**src/dosc_params.svh**
```systemverilog
`ifndef DOSC_PARAMS_SVH
`define DOSC_PARAMS_SVH
// register offsets on the plain port
`define DOSC_ADDR_W 4
`define DOSC_OFF_CLKSEL 4'h0
`define DOSC_OFF_OSCCTL 4'h1
`define DOSC_OFF_CLOCK_RELOAD_DIVIDER 4'h2
`define DOSC_OFF_CKCON 4'h3
`define DOSC_OFF_CLKREG 4'h4
`define DOSC_OFF_STATUS 4'h5
`define DOSC_OFF_CAL 4'h6
// field positions
`define DOSC_BIT_CKS 0
`define DOSC_BIT_AEN 0
`define DOSC_BIT_BEN 1
`define DOSC_BIT_X2 0
// reset values
`define DOSC_CLOCK_RELOAD_DIVIDER_RST 8'hff
`define DOSC_TPS_RST 4'h5
`define DOSC_CLOCK_RELOAD_DIVIDER_OFF 8'hff
// fuse codes for the primary source
`define DOSC_A_HSXTAL 2'h3
`define DOSC_A_LPXTAL 2'h2
`define DOSC_A_EXT 2'h1
`define DOSC_A_RC 2'h0
// switchover: settle periods of each source
`define DOSC_SW_PERIODS 2'h2
// calibration locations
`define DOSC_CAL_USER_ADDR 16'h0180
`define DOSC_CAL_FACT_ADDR 16'h0008
`endif

```
**src/dosc_pkg.sv**
```systemverilog
package dosc_pkg;
   typedef enum logic [1:0] {
      DOSC_A_HS,
      DOSC_A_LP,
      DOSC_A_XCLK,
      DOSC_A_INTRC
   } dosc_asrc_t;
   typedef enum logic [1:0] {
      DOSC_B_XTAL,
      DOSC_B_XCLK,
      DOSC_B_INTRC
   } dosc_bsrc_t;
   typedef struct packed {
      logic [1:0] src_a;
      logic [1:0] src_b;
      logic osc_sel;
      logic x2;
   } dosc_fuse_t;
   typedef struct packed {
      logic a_en;
      logic b_en;
      logic system_clock_select;
   } dosc_ctl_t;
   typedef struct packed {
      logic p46_en;
      logic p47_en;
      logic p10_en;
      logic p42_en;
   } dosc_pins_t;
endpackage

```
**src/dosc_clock_select.sv**
```systemverilog
`timescale 1ns/1ps
// Function
// - primary source from two fuse bits: fast xtal, low-power xtal, external, rc
// - secondary source from fuses: upper bit 1 xtal, 01 external, 00 rc
// - primary crystal in use disables port 4.6 and 4.7
// - secondary crystal in use disables port 1.0 and 4.2
// - rc primary frees primary crystal pins as port 4.6 and 4.7
// - rc secondary frees secondary crystal pins as port 1.0 and 4.2
// - primary external: amplifier off, 4.7 usable or divided clock out
// - secondary external: amplifier off, 4.2 usable as port
// - rc trimmed by calibration byte from user signature location 0180h
// - factory calibration copy kept at signature address 0008h
// - optional halving, 8-bit reload divider, 4-bit peripheral prescaler
// - one source at a time by select bit, only to an enabled source
// - reset loads enables and select from the oscillator select fuse
// - switchover completes within two periods of each oscillator
// - disabling active oscillator or selecting disabled one is ignored
// - secondary source passes through same halving and divider
// - enabled oscillators keep running in idle
// - source select change blocked while idle
// - interrupt idle exit keeps bits; reset restores fuse defaults
// - select 0 routes secondary, select 1 routes primary
`include "dosc_params.svh"
module dosc_clock_select (
   input wire logic CLK,
   input wire logic RST_N,
   input wire dosc_pkg::dosc_fuse_t FUSE,
   input wire logic [7:0] CAL_USER,
   input wire logic [7:0] CAL_FACTORY,
   input wire logic PRIMARY_CLOCK_SOURCE_TICK,
   input wire logic SECONDARY_CLOCK_SOURCE_TICK,
   input wire logic IDLE,
   input wire logic [`DOSC_ADDR_W-1:0] ADDR,
   input wire logic [7:0] WDATA,
   input wire logic WR,
   input wire logic RD,
   output logic [7:0] RDATA,
   output logic AMP_A_EN,
   output logic AMP_A_HP,
   output logic AMP_B_EN,
   output logic RC_EN,
   output logic [7:0] RC_TRIM,
   output dosc_pkg::dosc_pins_t PORT_EN,
   output logic CLKOUT_A_AVAIL,
   output logic SYS_CLK,
   output logic PER_TICK
);
   ////////////////////////////////////////////////////////////////////////
   // decode of fuses
   dosc_pkg::dosc_asrc_t asrc;
   dosc_pkg::dosc_bsrc_t bsrc;
   always_comb begin
      case (FUSE.src_a)
         `DOSC_A_HSXTAL: asrc = dosc_pkg::DOSC_A_HS;
         `DOSC_A_LPXTAL: asrc = dosc_pkg::DOSC_A_LP;
         `DOSC_A_EXT: asrc = dosc_pkg::DOSC_A_XCLK;
         default: asrc = dosc_pkg::DOSC_A_INTRC;
      endcase
      if (FUSE.src_b[1]) begin
         bsrc = dosc_pkg::DOSC_B_XTAL;
      end else if (FUSE.src_b[0]) begin
         bsrc = dosc_pkg::DOSC_B_XCLK;
      end else begin
         bsrc = dosc_pkg::DOSC_B_INTRC;
      end
   end
   ////////////////////////////////////////////////////////////////////////
   // control bits; fuse is sampled by clock after reset release
   dosc_pkg::dosc_ctl_t ctl_q, ctl_d;
   logic loaded_q, loaded_d;
   logic [7:0] clock_reload_divider_q, clock_reload_divider_d;
   logic x2_q, x2_d;
   logic [3:0] tps_q, tps_d;
   logic [7:0] rdata_d;
   logic active_q;
   logic sw_busy_q;
   logic wr_sel, wr_osc;
   assign wr_sel = WR && ADDR == `DOSC_OFF_CLKSEL;
   assign wr_osc = WR && ADDR == `DOSC_OFF_OSCCTL;
   always_comb begin
      ctl_d = ctl_q;
      loaded_d = 1'b1;
      clock_reload_divider_d = clock_reload_divider_q;
      x2_d = x2_q;
      tps_d = tps_q;
      if (!loaded_q) begin
         ctl_d.a_en = FUSE.osc_sel;
         ctl_d.b_en = !FUSE.osc_sel;
         ctl_d.system_clock_select = FUSE.osc_sel;
         x2_d = !FUSE.x2;
      end else begin
         if (wr_osc) begin
            // the source driving the clock cannot be switched off
            ctl_d.a_en = WDATA[`DOSC_BIT_AEN] || ctl_q.system_clock_select || active_q;
            ctl_d.b_en = WDATA[`DOSC_BIT_BEN] || !ctl_q.system_clock_select || !active_q;
         end
         // select only to an enabled source, and never in idle
         if (wr_sel && !IDLE) begin
            if (WDATA[`DOSC_BIT_CKS] ? ctl_q.a_en : ctl_q.b_en) begin
               ctl_d.system_clock_select = WDATA[`DOSC_BIT_CKS];
            end
         end
         if (WR && ADDR == `DOSC_OFF_CLOCK_RELOAD_DIVIDER) begin
            clock_reload_divider_d = WDATA;
         end
         if (WR && ADDR == `DOSC_OFF_CKCON) begin
            x2_d = WDATA[`DOSC_BIT_X2];
         end
         if (WR && ADDR == `DOSC_OFF_CLKREG) begin
            tps_d = WDATA[7:4];
         end
      end
   end
   always_comb begin
      rdata_d = 8'h00;
      if (RD) begin
         case (ADDR)
            `DOSC_OFF_CLKSEL: rdata_d = {7'h00, ctl_q.system_clock_select};
            `DOSC_OFF_OSCCTL: rdata_d = {6'h00, ctl_q.b_en, ctl_q.a_en};
            `DOSC_OFF_CLOCK_RELOAD_DIVIDER: rdata_d = clock_reload_divider_q;
            `DOSC_OFF_CKCON: rdata_d = {7'h00, x2_q};
            `DOSC_OFF_CLKREG: rdata_d = {tps_q, 4'h0};
            `DOSC_OFF_STATUS: rdata_d = {5'h00, sw_busy_q, active_q, IDLE};
            `DOSC_OFF_CAL: rdata_d = CAL_USER;
            default: rdata_d = 8'h00;
         endcase
      end
   end
   always_ff @(posedge CLK or negedge RST_N) begin
      if (!RST_N) begin
         ctl_q <= '0;
         loaded_q <= 1'b0;
         clock_reload_divider_q <= `DOSC_CLOCK_RELOAD_DIVIDER_RST;
         x2_q <= 1'b0;
         tps_q <= `DOSC_TPS_RST;
      end else begin
         ctl_q <= ctl_d;
         loaded_q <= loaded_d;
         clock_reload_divider_q <= clock_reload_divider_d;
         x2_q <= x2_d;
         tps_q <= tps_d;
      end
   end
   ////////////////////////////////////////////////////////////////////////
   // glitch-free switchover: gate off old, wait periods of each, gate on new
   typedef enum logic [1:0] {SW_RUN, SW_DROP_OLD, SW_ARM_NEW} dosc_sw_t;
   dosc_sw_t sw_q, sw_d;
   logic active_d;
   logic [1:0] cnt_q, cnt_d;
   logic gate_q, gate_d;
   logic tick_old, tick_new;
   assign tick_old = active_q ? PRIMARY_CLOCK_SOURCE_TICK : SECONDARY_CLOCK_SOURCE_TICK;
   assign tick_new = active_q ? SECONDARY_CLOCK_SOURCE_TICK : PRIMARY_CLOCK_SOURCE_TICK;
   always_comb begin
      sw_d = sw_q;
      active_d = active_q;
      cnt_d = cnt_q;
      gate_d = gate_q;
      case (sw_q)
         SW_RUN: begin
            if (loaded_q && ctl_q.system_clock_select != active_q) begin
               sw_d = SW_DROP_OLD;
               gate_d = 1'b0;
               cnt_d = 2'h0;
            end
         end
         SW_DROP_OLD: begin
            if (tick_old) begin
               cnt_d = cnt_q + 2'h1;
            end
            if (cnt_q == `DOSC_SW_PERIODS - 2'h1 && tick_old) begin
               sw_d = SW_ARM_NEW;
               cnt_d = 2'h0;
            end
         end
         SW_ARM_NEW: begin
            if (tick_new) begin
               cnt_d = cnt_q + 2'h1;
            end
            if (cnt_q == `DOSC_SW_PERIODS - 2'h1 && tick_new) begin
               sw_d = SW_RUN;
               active_d = ctl_q.system_clock_select;
               gate_d = 1'b1;
            end
         end
         default: sw_d = SW_RUN;
      endcase
   end
   always_ff @(posedge CLK or negedge RST_N) begin
      if (!RST_N) begin
         sw_q <= SW_RUN;
         active_q <= 1'b0;
         cnt_q <= 2'h0;
         gate_q <= 1'b0;
      end else begin
         sw_q <= sw_d;
         // fuse default selection is taken as active without switchover
         active_q <= loaded_q ? active_d : FUSE.osc_sel;
         cnt_q <= cnt_d;
         gate_q <= loaded_q ? gate_d : 1'b1;
      end
   end
   assign sw_busy_q = sw_q != SW_RUN;
   ////////////////////////////////////////////////////////////////////////
   // shared halving and reload divider, then peripheral prescaler
   logic src_tick;
   logic half_q, half_d;
   logic [7:0] pre_q, pre_d;
   logic sys_q, sys_d;
   logic [3:0] tcnt_q, tcnt_d;
   logic per_d;
   logic stage_tick;
   // both sources share one path, so x2 and divider apply to either
   assign src_tick = gate_q && (active_q ? PRIMARY_CLOCK_SOURCE_TICK : SECONDARY_CLOCK_SOURCE_TICK);
   always_comb begin
      half_d = half_q;
      pre_d = pre_q;
      sys_d = sys_q;
      tcnt_d = tcnt_q;
      per_d = 1'b0;
      stage_tick = 1'b0;
      if (src_tick) begin
         half_d = !half_q;
         stage_tick = x2_q || half_q;
      end
      if (stage_tick) begin
         if (clock_reload_divider_q == `DOSC_CLOCK_RELOAD_DIVIDER_OFF) begin
            sys_d = !sys_q;
         end else if (pre_q == 8'hff) begin
            pre_d = clock_reload_divider_q;
            sys_d = !sys_q;
         end else begin
            pre_d = pre_q + 8'h01;
         end
      end
      if (stage_tick && sys_q) begin
         if (tcnt_q == 4'h0) begin
            tcnt_d = tps_q;
            per_d = 1'b1;
         end else begin
            tcnt_d = tcnt_q - 4'h1;
         end
      end
   end
   always_ff @(posedge CLK or negedge RST_N) begin
      if (!RST_N) begin
         half_q <= 1'b0;
         pre_q <= `DOSC_CLOCK_RELOAD_DIVIDER_RST;
         sys_q <= 1'b0;
         tcnt_q <= 4'h0;
         PER_TICK <= 1'b0;
      end else begin
         half_q <= half_d;
         pre_q <= pre_d;
         sys_q <= sys_d;
         tcnt_q <= tcnt_d;
         PER_TICK <= per_d;
      end
   end
   ////////////////////////////////////////////////////////////////////////
   // oscillator power and pin muxing; idle does not stop enabled oscillators
   logic a_xtal, b_xtal, a_on, b_on, rc_used;
   assign a_on = ctl_q.a_en || !loaded_q;
   assign b_on = ctl_q.b_en;
   assign a_xtal = asrc == dosc_pkg::DOSC_A_HS || asrc == dosc_pkg::DOSC_A_LP;
   assign b_xtal = bsrc == dosc_pkg::DOSC_B_XTAL;
   assign rc_used = (asrc == dosc_pkg::DOSC_A_INTRC && a_on) || (bsrc == dosc_pkg::DOSC_B_INTRC && b_on);
   always_ff @(posedge CLK or negedge RST_N) begin
      if (!RST_N) begin
         AMP_A_EN <= 1'b0;
         AMP_A_HP <= 1'b0;
         AMP_B_EN <= 1'b0;
         RC_EN <= 1'b0;
         RC_TRIM <= 8'h00;
         PORT_EN <= '0;
         CLKOUT_A_AVAIL <= 1'b0;
         SYS_CLK <= 1'b0;
         RDATA <= 8'h00;
      end else begin
         AMP_A_EN <= a_xtal && a_on;
         AMP_A_HP <= asrc == dosc_pkg::DOSC_A_HS;
         AMP_B_EN <= b_xtal && b_on;
         RC_EN <= rc_used;
         // user byte trims; factory copy used if user byte erased
         RC_TRIM <= CAL_USER == 8'hff ? CAL_FACTORY : CAL_USER;
         PORT_EN.p46_en <= !(a_xtal && a_on) && asrc != dosc_pkg::DOSC_A_XCLK;
         PORT_EN.p47_en <= !(a_xtal && a_on);
         PORT_EN.p10_en <= !(b_xtal && b_on) && !(bsrc == dosc_pkg::DOSC_B_XCLK && b_on);
         PORT_EN.p42_en <= !(b_xtal && b_on);
         CLKOUT_A_AVAIL <= asrc == dosc_pkg::DOSC_A_XCLK;
         SYS_CLK <= sys_q;
         // one flop only, so read data stand in the cycle after the strobe
         RDATA <= rdata_d;
      end
   end
endmodule

```
**config.mk**
```make
export PLATFORM = sky130hd
export DESIGN_NAME = dosc_clock_select
export DESIGN_NICKNAME = d
export VERILOG_FILES = /design/src/dosc_pkg.sv /design/src/dosc_clock_select.sv
export VERILOG_INCLUDE_DIRS = /design/src
export SDC_FILE = /design/constraint.sdc
export NUM_CORES = 1
export LEC_CHECK = 0
export ABC_AREA = 1
export BUFFER_PORTS_ARGS = -buffer_cell sky130_fd_sc_hd__buf_4
export CELL_PAD_IN_SITES_DETAIL_PLACEMENT = 1
export CELL_PAD_IN_SITES_GLOBAL_PLACEMENT = 2
export CORE_UTILIZATION = 34
export CTS_CLUSTER_SIZE = 25
export DETAILED_ROUTE_END_ITERATION = 16
export PLACE_DENSITY = 0.87
export SYNTH_ARGS = -nofsm -noshare
export SYNTH_HDL_FRONTEND = slang
export SYNTH_SLANG_ARGS = --single-unit
```
**constraint.sdc**
```tcl
create_clock -name CLK -period 4 [get_ports CLK]
set_input_delay 0 -clock CLK [delete_from_list [all_inputs] [get_ports CLK]]
set_output_delay 0 -clock CLK [all_outputs]
set_load 0.01 [all_outputs]
```
# After elaboration in Yosys (flattened, before gate mapping)
# Index checks and enable logic that the tools add are counted.
[classes]
eq_ne = 36
muxes = 38
addsub = 3
reduce_logical = 54
bitwise = 1
[op_table]
columns = ["cell", "count"]
rows = [
  ["$pmux W8 S7", 1],
  ["$eq A8 B8 Y1 const B", 3],
  ["$mux W8", 3],
  ["$mux W2", 10],
  ["$logic_and A1 B1 Y1", 18],
  ["$mux W1", 18],
  ["$pmux W2 S3", 3],
  ["$eq A2 B2 Y1 const B", 6],
  ["$eq A4 B3 Y1 const B", 3],
  ["$ne A2 B1 Y1 const B", 6],
  ["$reduce_and A2 Y1", 6],
  ["$logic_not A1 Y1", 11],
  ["$eq A2 B1 Y1 const B", 5],
  ["$ne A2 B2 Y1 const B", 5],
  ["$ne A3 B3 Y1 const B", 3],
  ["$add A8 B1 Y8 const B", 1],
  ["$eq A4 B2 Y1 const B", 2],
  ["$logic_not A4 Y1", 2],
  ["$logic_or A1 B1 Y1", 8],
  ["$logic_not A2 Y1", 3],
  ["$reduce_and A3 Y1", 2],
  ["$eq A4 B1 Y1 const B", 1],
  ["$mux W4", 1],
  ["$reduce_and A4 Y1", 1],
  ["9 further kinds", 10],
]
[word_totals]
out_inout_bits = 27
input_bits = 41
elab_cells = 160
register_bits = 64

# Logic depth before layout (Yosys ltp)
[logic_depth]
depth_word = 7
ltp_mapped = 9
depth_no_buf = 9

# Worst setup path after synthesis
# OpenSTA, ideal clock, no wires.
[synth_path]
path_type = "register to register"
from = "register pre_q[0]"
to = "register pre_q[3]"
path_buffers = 1
required_time_ns = 3.924
stages_incl_launch_ff = 9
setup_ns = 0.076
synth_period_minus_slack_ns = 1.532
t_arrival_ns = 1.456
setup_slack_ns = 2.468
cell_sequence = "dfstp_2 ha_1 nand2_1 nor2_1 nand2_1 buf_2 or2_0 nand3_1 nand2_1"
[synth_between]
elab_chain_cells = 2
word_cells_on_any_way = 3
cone_classes = "1 x add/sub; 1 x eq/ne; 1 x mux"
[synth_lines]
columns = ["item", "line", "text"]
rows = [
  ["start: declaration", "dosc_clock_select.sv:208", "logic [7:0] pre_q, pre_d;"],
  ["start signal: assignment", "dosc_clock_select.sv:248", "pre_q <= `DOSC_CLOCK_RELOAD_DIVIDER_RST;"],
  ["start signal: assignment", "dosc_clock_select.sv:254", "pre_q <= pre_d;"],
  ["$add A8 B1 Y8 or $eq A8 B8 Y1 (tied branches)", "dosc_clock_select.sv:233, dosc_clock_select.sv:229", ""],
  ["$mux W8 (*)", "dosc_clock_select.sv:229", "end else if (pre_q == 8'hff) begin"],
]
# Every way passes the cells marked *; elsewhere a longest branch is shown, timed or not.
# A chain may end at the register's enable or synchronous reset.

# Worst setup path after layout
[layout_path]
from = "register active_q"
to = "register pre_q[4]"
[layout_between]
elab_chain_cells = 4
[layout_lines]
columns = ["item", "line", "text"]
rows = [
  ["start: declaration", "dosc_clock_select.sv:75", "logic active_q;"],
  ["start signal: assignment", "dosc_clock_select.sv:198", "active_q <= loaded_q ? active_d : FUSE.osc_sel;"],
  ["$mux W1", "dosc_clock_select.sv:214", "assign src_tick = gate_q && (active_q ? PRIMARY_CLOCK_SOURCE_TICK : SECONDARY_CLOCK_SOURCE_TICK);"],
  ["$logic_and A1 B1 Y1", "dosc_clock_select.sv:214", ""],
  ["$mux W1", "dosc_clock_select.sv:222", "if (src_tick) begin"],
  ["$reduce_and A2 Y1 (no line)", "n/a", ""],
]
# No other way between the ends.

==> flow_summary.toml <==
[run_status]
status = "complete, no violations"

[sta]
tightest_slew_ns = 0.816
fin_worst_skew_ns = 0.0111
finalHoldViolations = 0
final.setup.tns_ns = 0
drv_slew = 0
clock.fmax_mhz = 499
setup_viol = 0
min_period_over_period = 0.501
finalCriticalPeriod_ns = 2.00
setup_ws_ns = 2.00
maxSlewHeadroom = 0.456
rsz0062_at_grt = "false"

[pwr]
combinationalPowerShare = 0.272
irDropWorstVdd_mv = 0.190
p_sw_mw = 0.632
switching_share = 0.339
p_leak_nw = 2.27
power_frac_seq = 0.457
power_density_nw_per_um2 = 417
p_int_mw = 1.23
fin_total_pwr_mw = 1.87
p_clk_frac = 0.271

[die]
die-area_um2 = 10200
pin_count = 68
fp.dieH_um = 101
initial_utilization = 0.355
rows = 35
core_area_um2 = 9370
fp.dieW_um = 101

[synth]
async_reset_ff_frac = 1.00
synth_edf_count = 0
synth.ff_latch_count = 64
ys_top_cells_by_count = "nand2_1 (126), inv_1 (62), nand3_1 (50)"
synth_area_um2 = 3330
synth_top_cells_by_area = "dfrtp_1 (35%), dfstp_2 (14%), nand2_1 (14%)"
yosys_warnings = 0
avgSynthCellArea_um2 = 7.87
synth_cell_types = 34
syn_inst = 423
ys_seq_area_frac = 0.488
yosysTopAreaCell = "dfrtp_1"
synth-main-ff-cell = "dfrtp_1"
synth.top_cell.area_share = 0.346
syn-num-nets = 472
yosysMostFrequentCell = "nand2_1"

[global_routing]
grt_pass1_vias = 3332
grt_max_degree = 65
grt_pass1_wl_um = 15800
grt_usage = 0.204
overflow = 0
grt_antenna_before_repair = 0

[route]
drt_iter0_drc = 77
drc = 0
num_vias = 3134
first_pass_iters = 4
postRouteAntennaNets = 0
routed_wl_um = 9420
viasPerCell = 4.72
wl_per_cell_um = 14.2

[placement]
routabilityCongestion = 0.776
hpwl_um = 6840
post-place-ws_ns = 2.02
portBuffers = 67

[critical_path]
rr_endpoint = "pre_q[4]"
required_ns = 4.27
ff2ff_path_depth = 8
r2r_setup_slack_ns = 2.00
endpoint_kind = "flip-flop"
cp.arrival_ns = 2.27
critPathKind = "flip-flop to flip-flop"
cp-start-kind = "flip-flop"
reg2reg_from = "active_q"
worstPathMaxFanout = 11

[worst_hold_path]
hold_end = "RDATA[6]"
hold_depth = 5
hold_path_class = "input pin to flip-flop"
min_from = "CAL_USER[6]"

[clocking]
cts_max_level = 3
clk_path_buf_depth = 2
insertion_delay_ns = 0.34
cts_root_buffer = "clkbuf_8"
clk_pin_slew_ns = 0.07
clock-sinks = 64
cts_tree = "done"
cts_resized = 0
cts_buffers = 9

[final_layout]
drive_above_1_share = 0.226
syn2layout_area_growth_pct = 34.4
nets = 579
diodes = 0

[flow_run]
cap_violations = 0
## per-stage QoR
step	instance area, um2	hold WS, ns	instances	utilization
after floorplan	3330	-0.296	423	-
after global placement	3960	0.152	614	0.423
after detailed placement	3960	0.160	614	0.423
after CTS	4480	0.0216	664	0.478
after global routing	4480	0.0544	664	0.478
final	4480	0.0329	664	0.478
## how the worst max path moves through the flow
| stage | startpoint | to |
|---|---|---|
| 2_1_floorplan | pre_q[0] | pre_q[3] |
| 3_3_place_gp | active_q | pre_q[0] |
| 3_5_place_dp | active_q | pre_q[4] |
| 4_1_cts | active_q | pre_q[4] |
| 5_1_grt | active_q | pre_q[2] |
| 6_report | active_q | pre_q[4] |
## routing by layer
metal / part of all wire / vias up / global-route usage
li1: - / 1558 / -
met1: 0.44 / 1520 / 0.245
met2: 0.52 / 46 / 0.367
met3: 0.022 / 10 / 0.0333
met4: 0.014 / 0 / 0.0736
met5: 0 / - / 0
## cells in the final DEF, fill, tap and decap left out
| master | netlist | routed |
|---|---|---|
| a21oi_1 | 2 | 2 |
| a21oi_2 | 3 | 3 |
| a31oi_1 | 1 | 1 |
| and3_1 | 1 | 1 |
| buf_4 | 1 | 67 |
| clkbuf_1 | 0 | 2 |
| clkbuf_8 | 0 | 11 |
| clkinv_2 | 1 | 3 |
| clkinvlp_4 | 0 | 1 |
| conb_1 | 1 | 1 |
| dfrtp_1 | 46 | 46 |
| dfstp_2 | 18 | 18 |
| dlygate4sd3_1 | 0 | 34 |
| ha_1 | 8 | 8 |
| inv_1 | 62 | 62 |
| inv_2 | 1 | 1 |
| nand2_1 | 126 | 126 |
| nand2_4 | 1 | 1 |
| nand3_1 | 50 | 50 |
| nand3_2 | 1 | 1 |
| nand3_4 | 1 | 1 |
| nand4_1 | 9 | 9 |
| nor2_1 | 34 | 34 |
| nor2_2 | 4 | 4 |
| nor2_4 | 1 | 1 |
| nor3_1 | 3 | 3 |
| o211ai_1 | 3 | 3 |
| o21a_1 | 3 | 3 |
| o21ai_0 | 23 | 23 |
| o21ai_2 | 6 | 6 |
| o221ai_1 | 1 | 1 |
| o32ai_1 | 1 | 1 |
| or2_0 | 1 | 1 |
| or2_2 | 3 | 3 |
| xnor2_1 | 2 | 2 |
| xor2_1 | 1 | 1 |
## power groups by stage
stage                     Combinational [mW]  Sequential [mW]  Clock, mW
final                                  0.508            0.853      0.505
after global routing                   0.594            0.864      0.548
after CTS                              0.516            0.853      0.527
after detailed placement               0.487            0.862          0
after global placement                 0.466            0.858          0
after floorplan                        0.319            0.842          0
## kinds of logic (layout without fill, tap and decap cells)
kind of cell               after synthesis  count (layout)  share of synthesized area
buffers and inverters                   69             181                     0.0826
AOI/OAI and AO/OA                       43              43                     0.0819
and+or+nand+nor                        235             235                      0.309
adders and majority gates                8               8                     0.0301
other                                    1               1                    0.00113
xor gates and xnor gates                 3               3                    0.00789
DFF                                     64              64                      0.488
## repair_timing
action,4_1_cts,5_1_grt
hold buffers,34,0
buffers inserted,0,0
hold endpoints to repair,85,0
## layout make-up
| type | count | area [um2] |
|---|---|---|
| Clock buffer | 13 | 159 |
| Timing Repair Buffer | 101 | 843 |
| Fill cell | 1202 | 4890 |
| Sequential cell | 64 | 1620 |
| Clock inverter | 3 | 17.5 |
| Inverter | 64 | 241 |
| Tap cell | 129 | 161 |
| Multi-Input combinational cell | 290 | 1430 |
## state kept, by name, summed over array words and instances, names as in the netlist, 2 cells and up
register	flops
RC_TRIM	8
RDATA	8
clock_reload_divider_q	8
pre_q	8
PORT_EN	4
tcnt_q	4
tps_q	4
cnt_q	2
ctl_q	2
sw_q	2
## critical path: stages, from the launching register on
cell and delay, ns:
dfrtp_1 0.44, inv_1 0.14, nand2_1 0.09, nand2_1 0.11, nand3_2 0.10, nor2_1 0.57
inv_1 0.29, nand2_1 0.13, nand2_1 0.06
Note: power is estimated with default switching activity, not from simulation.
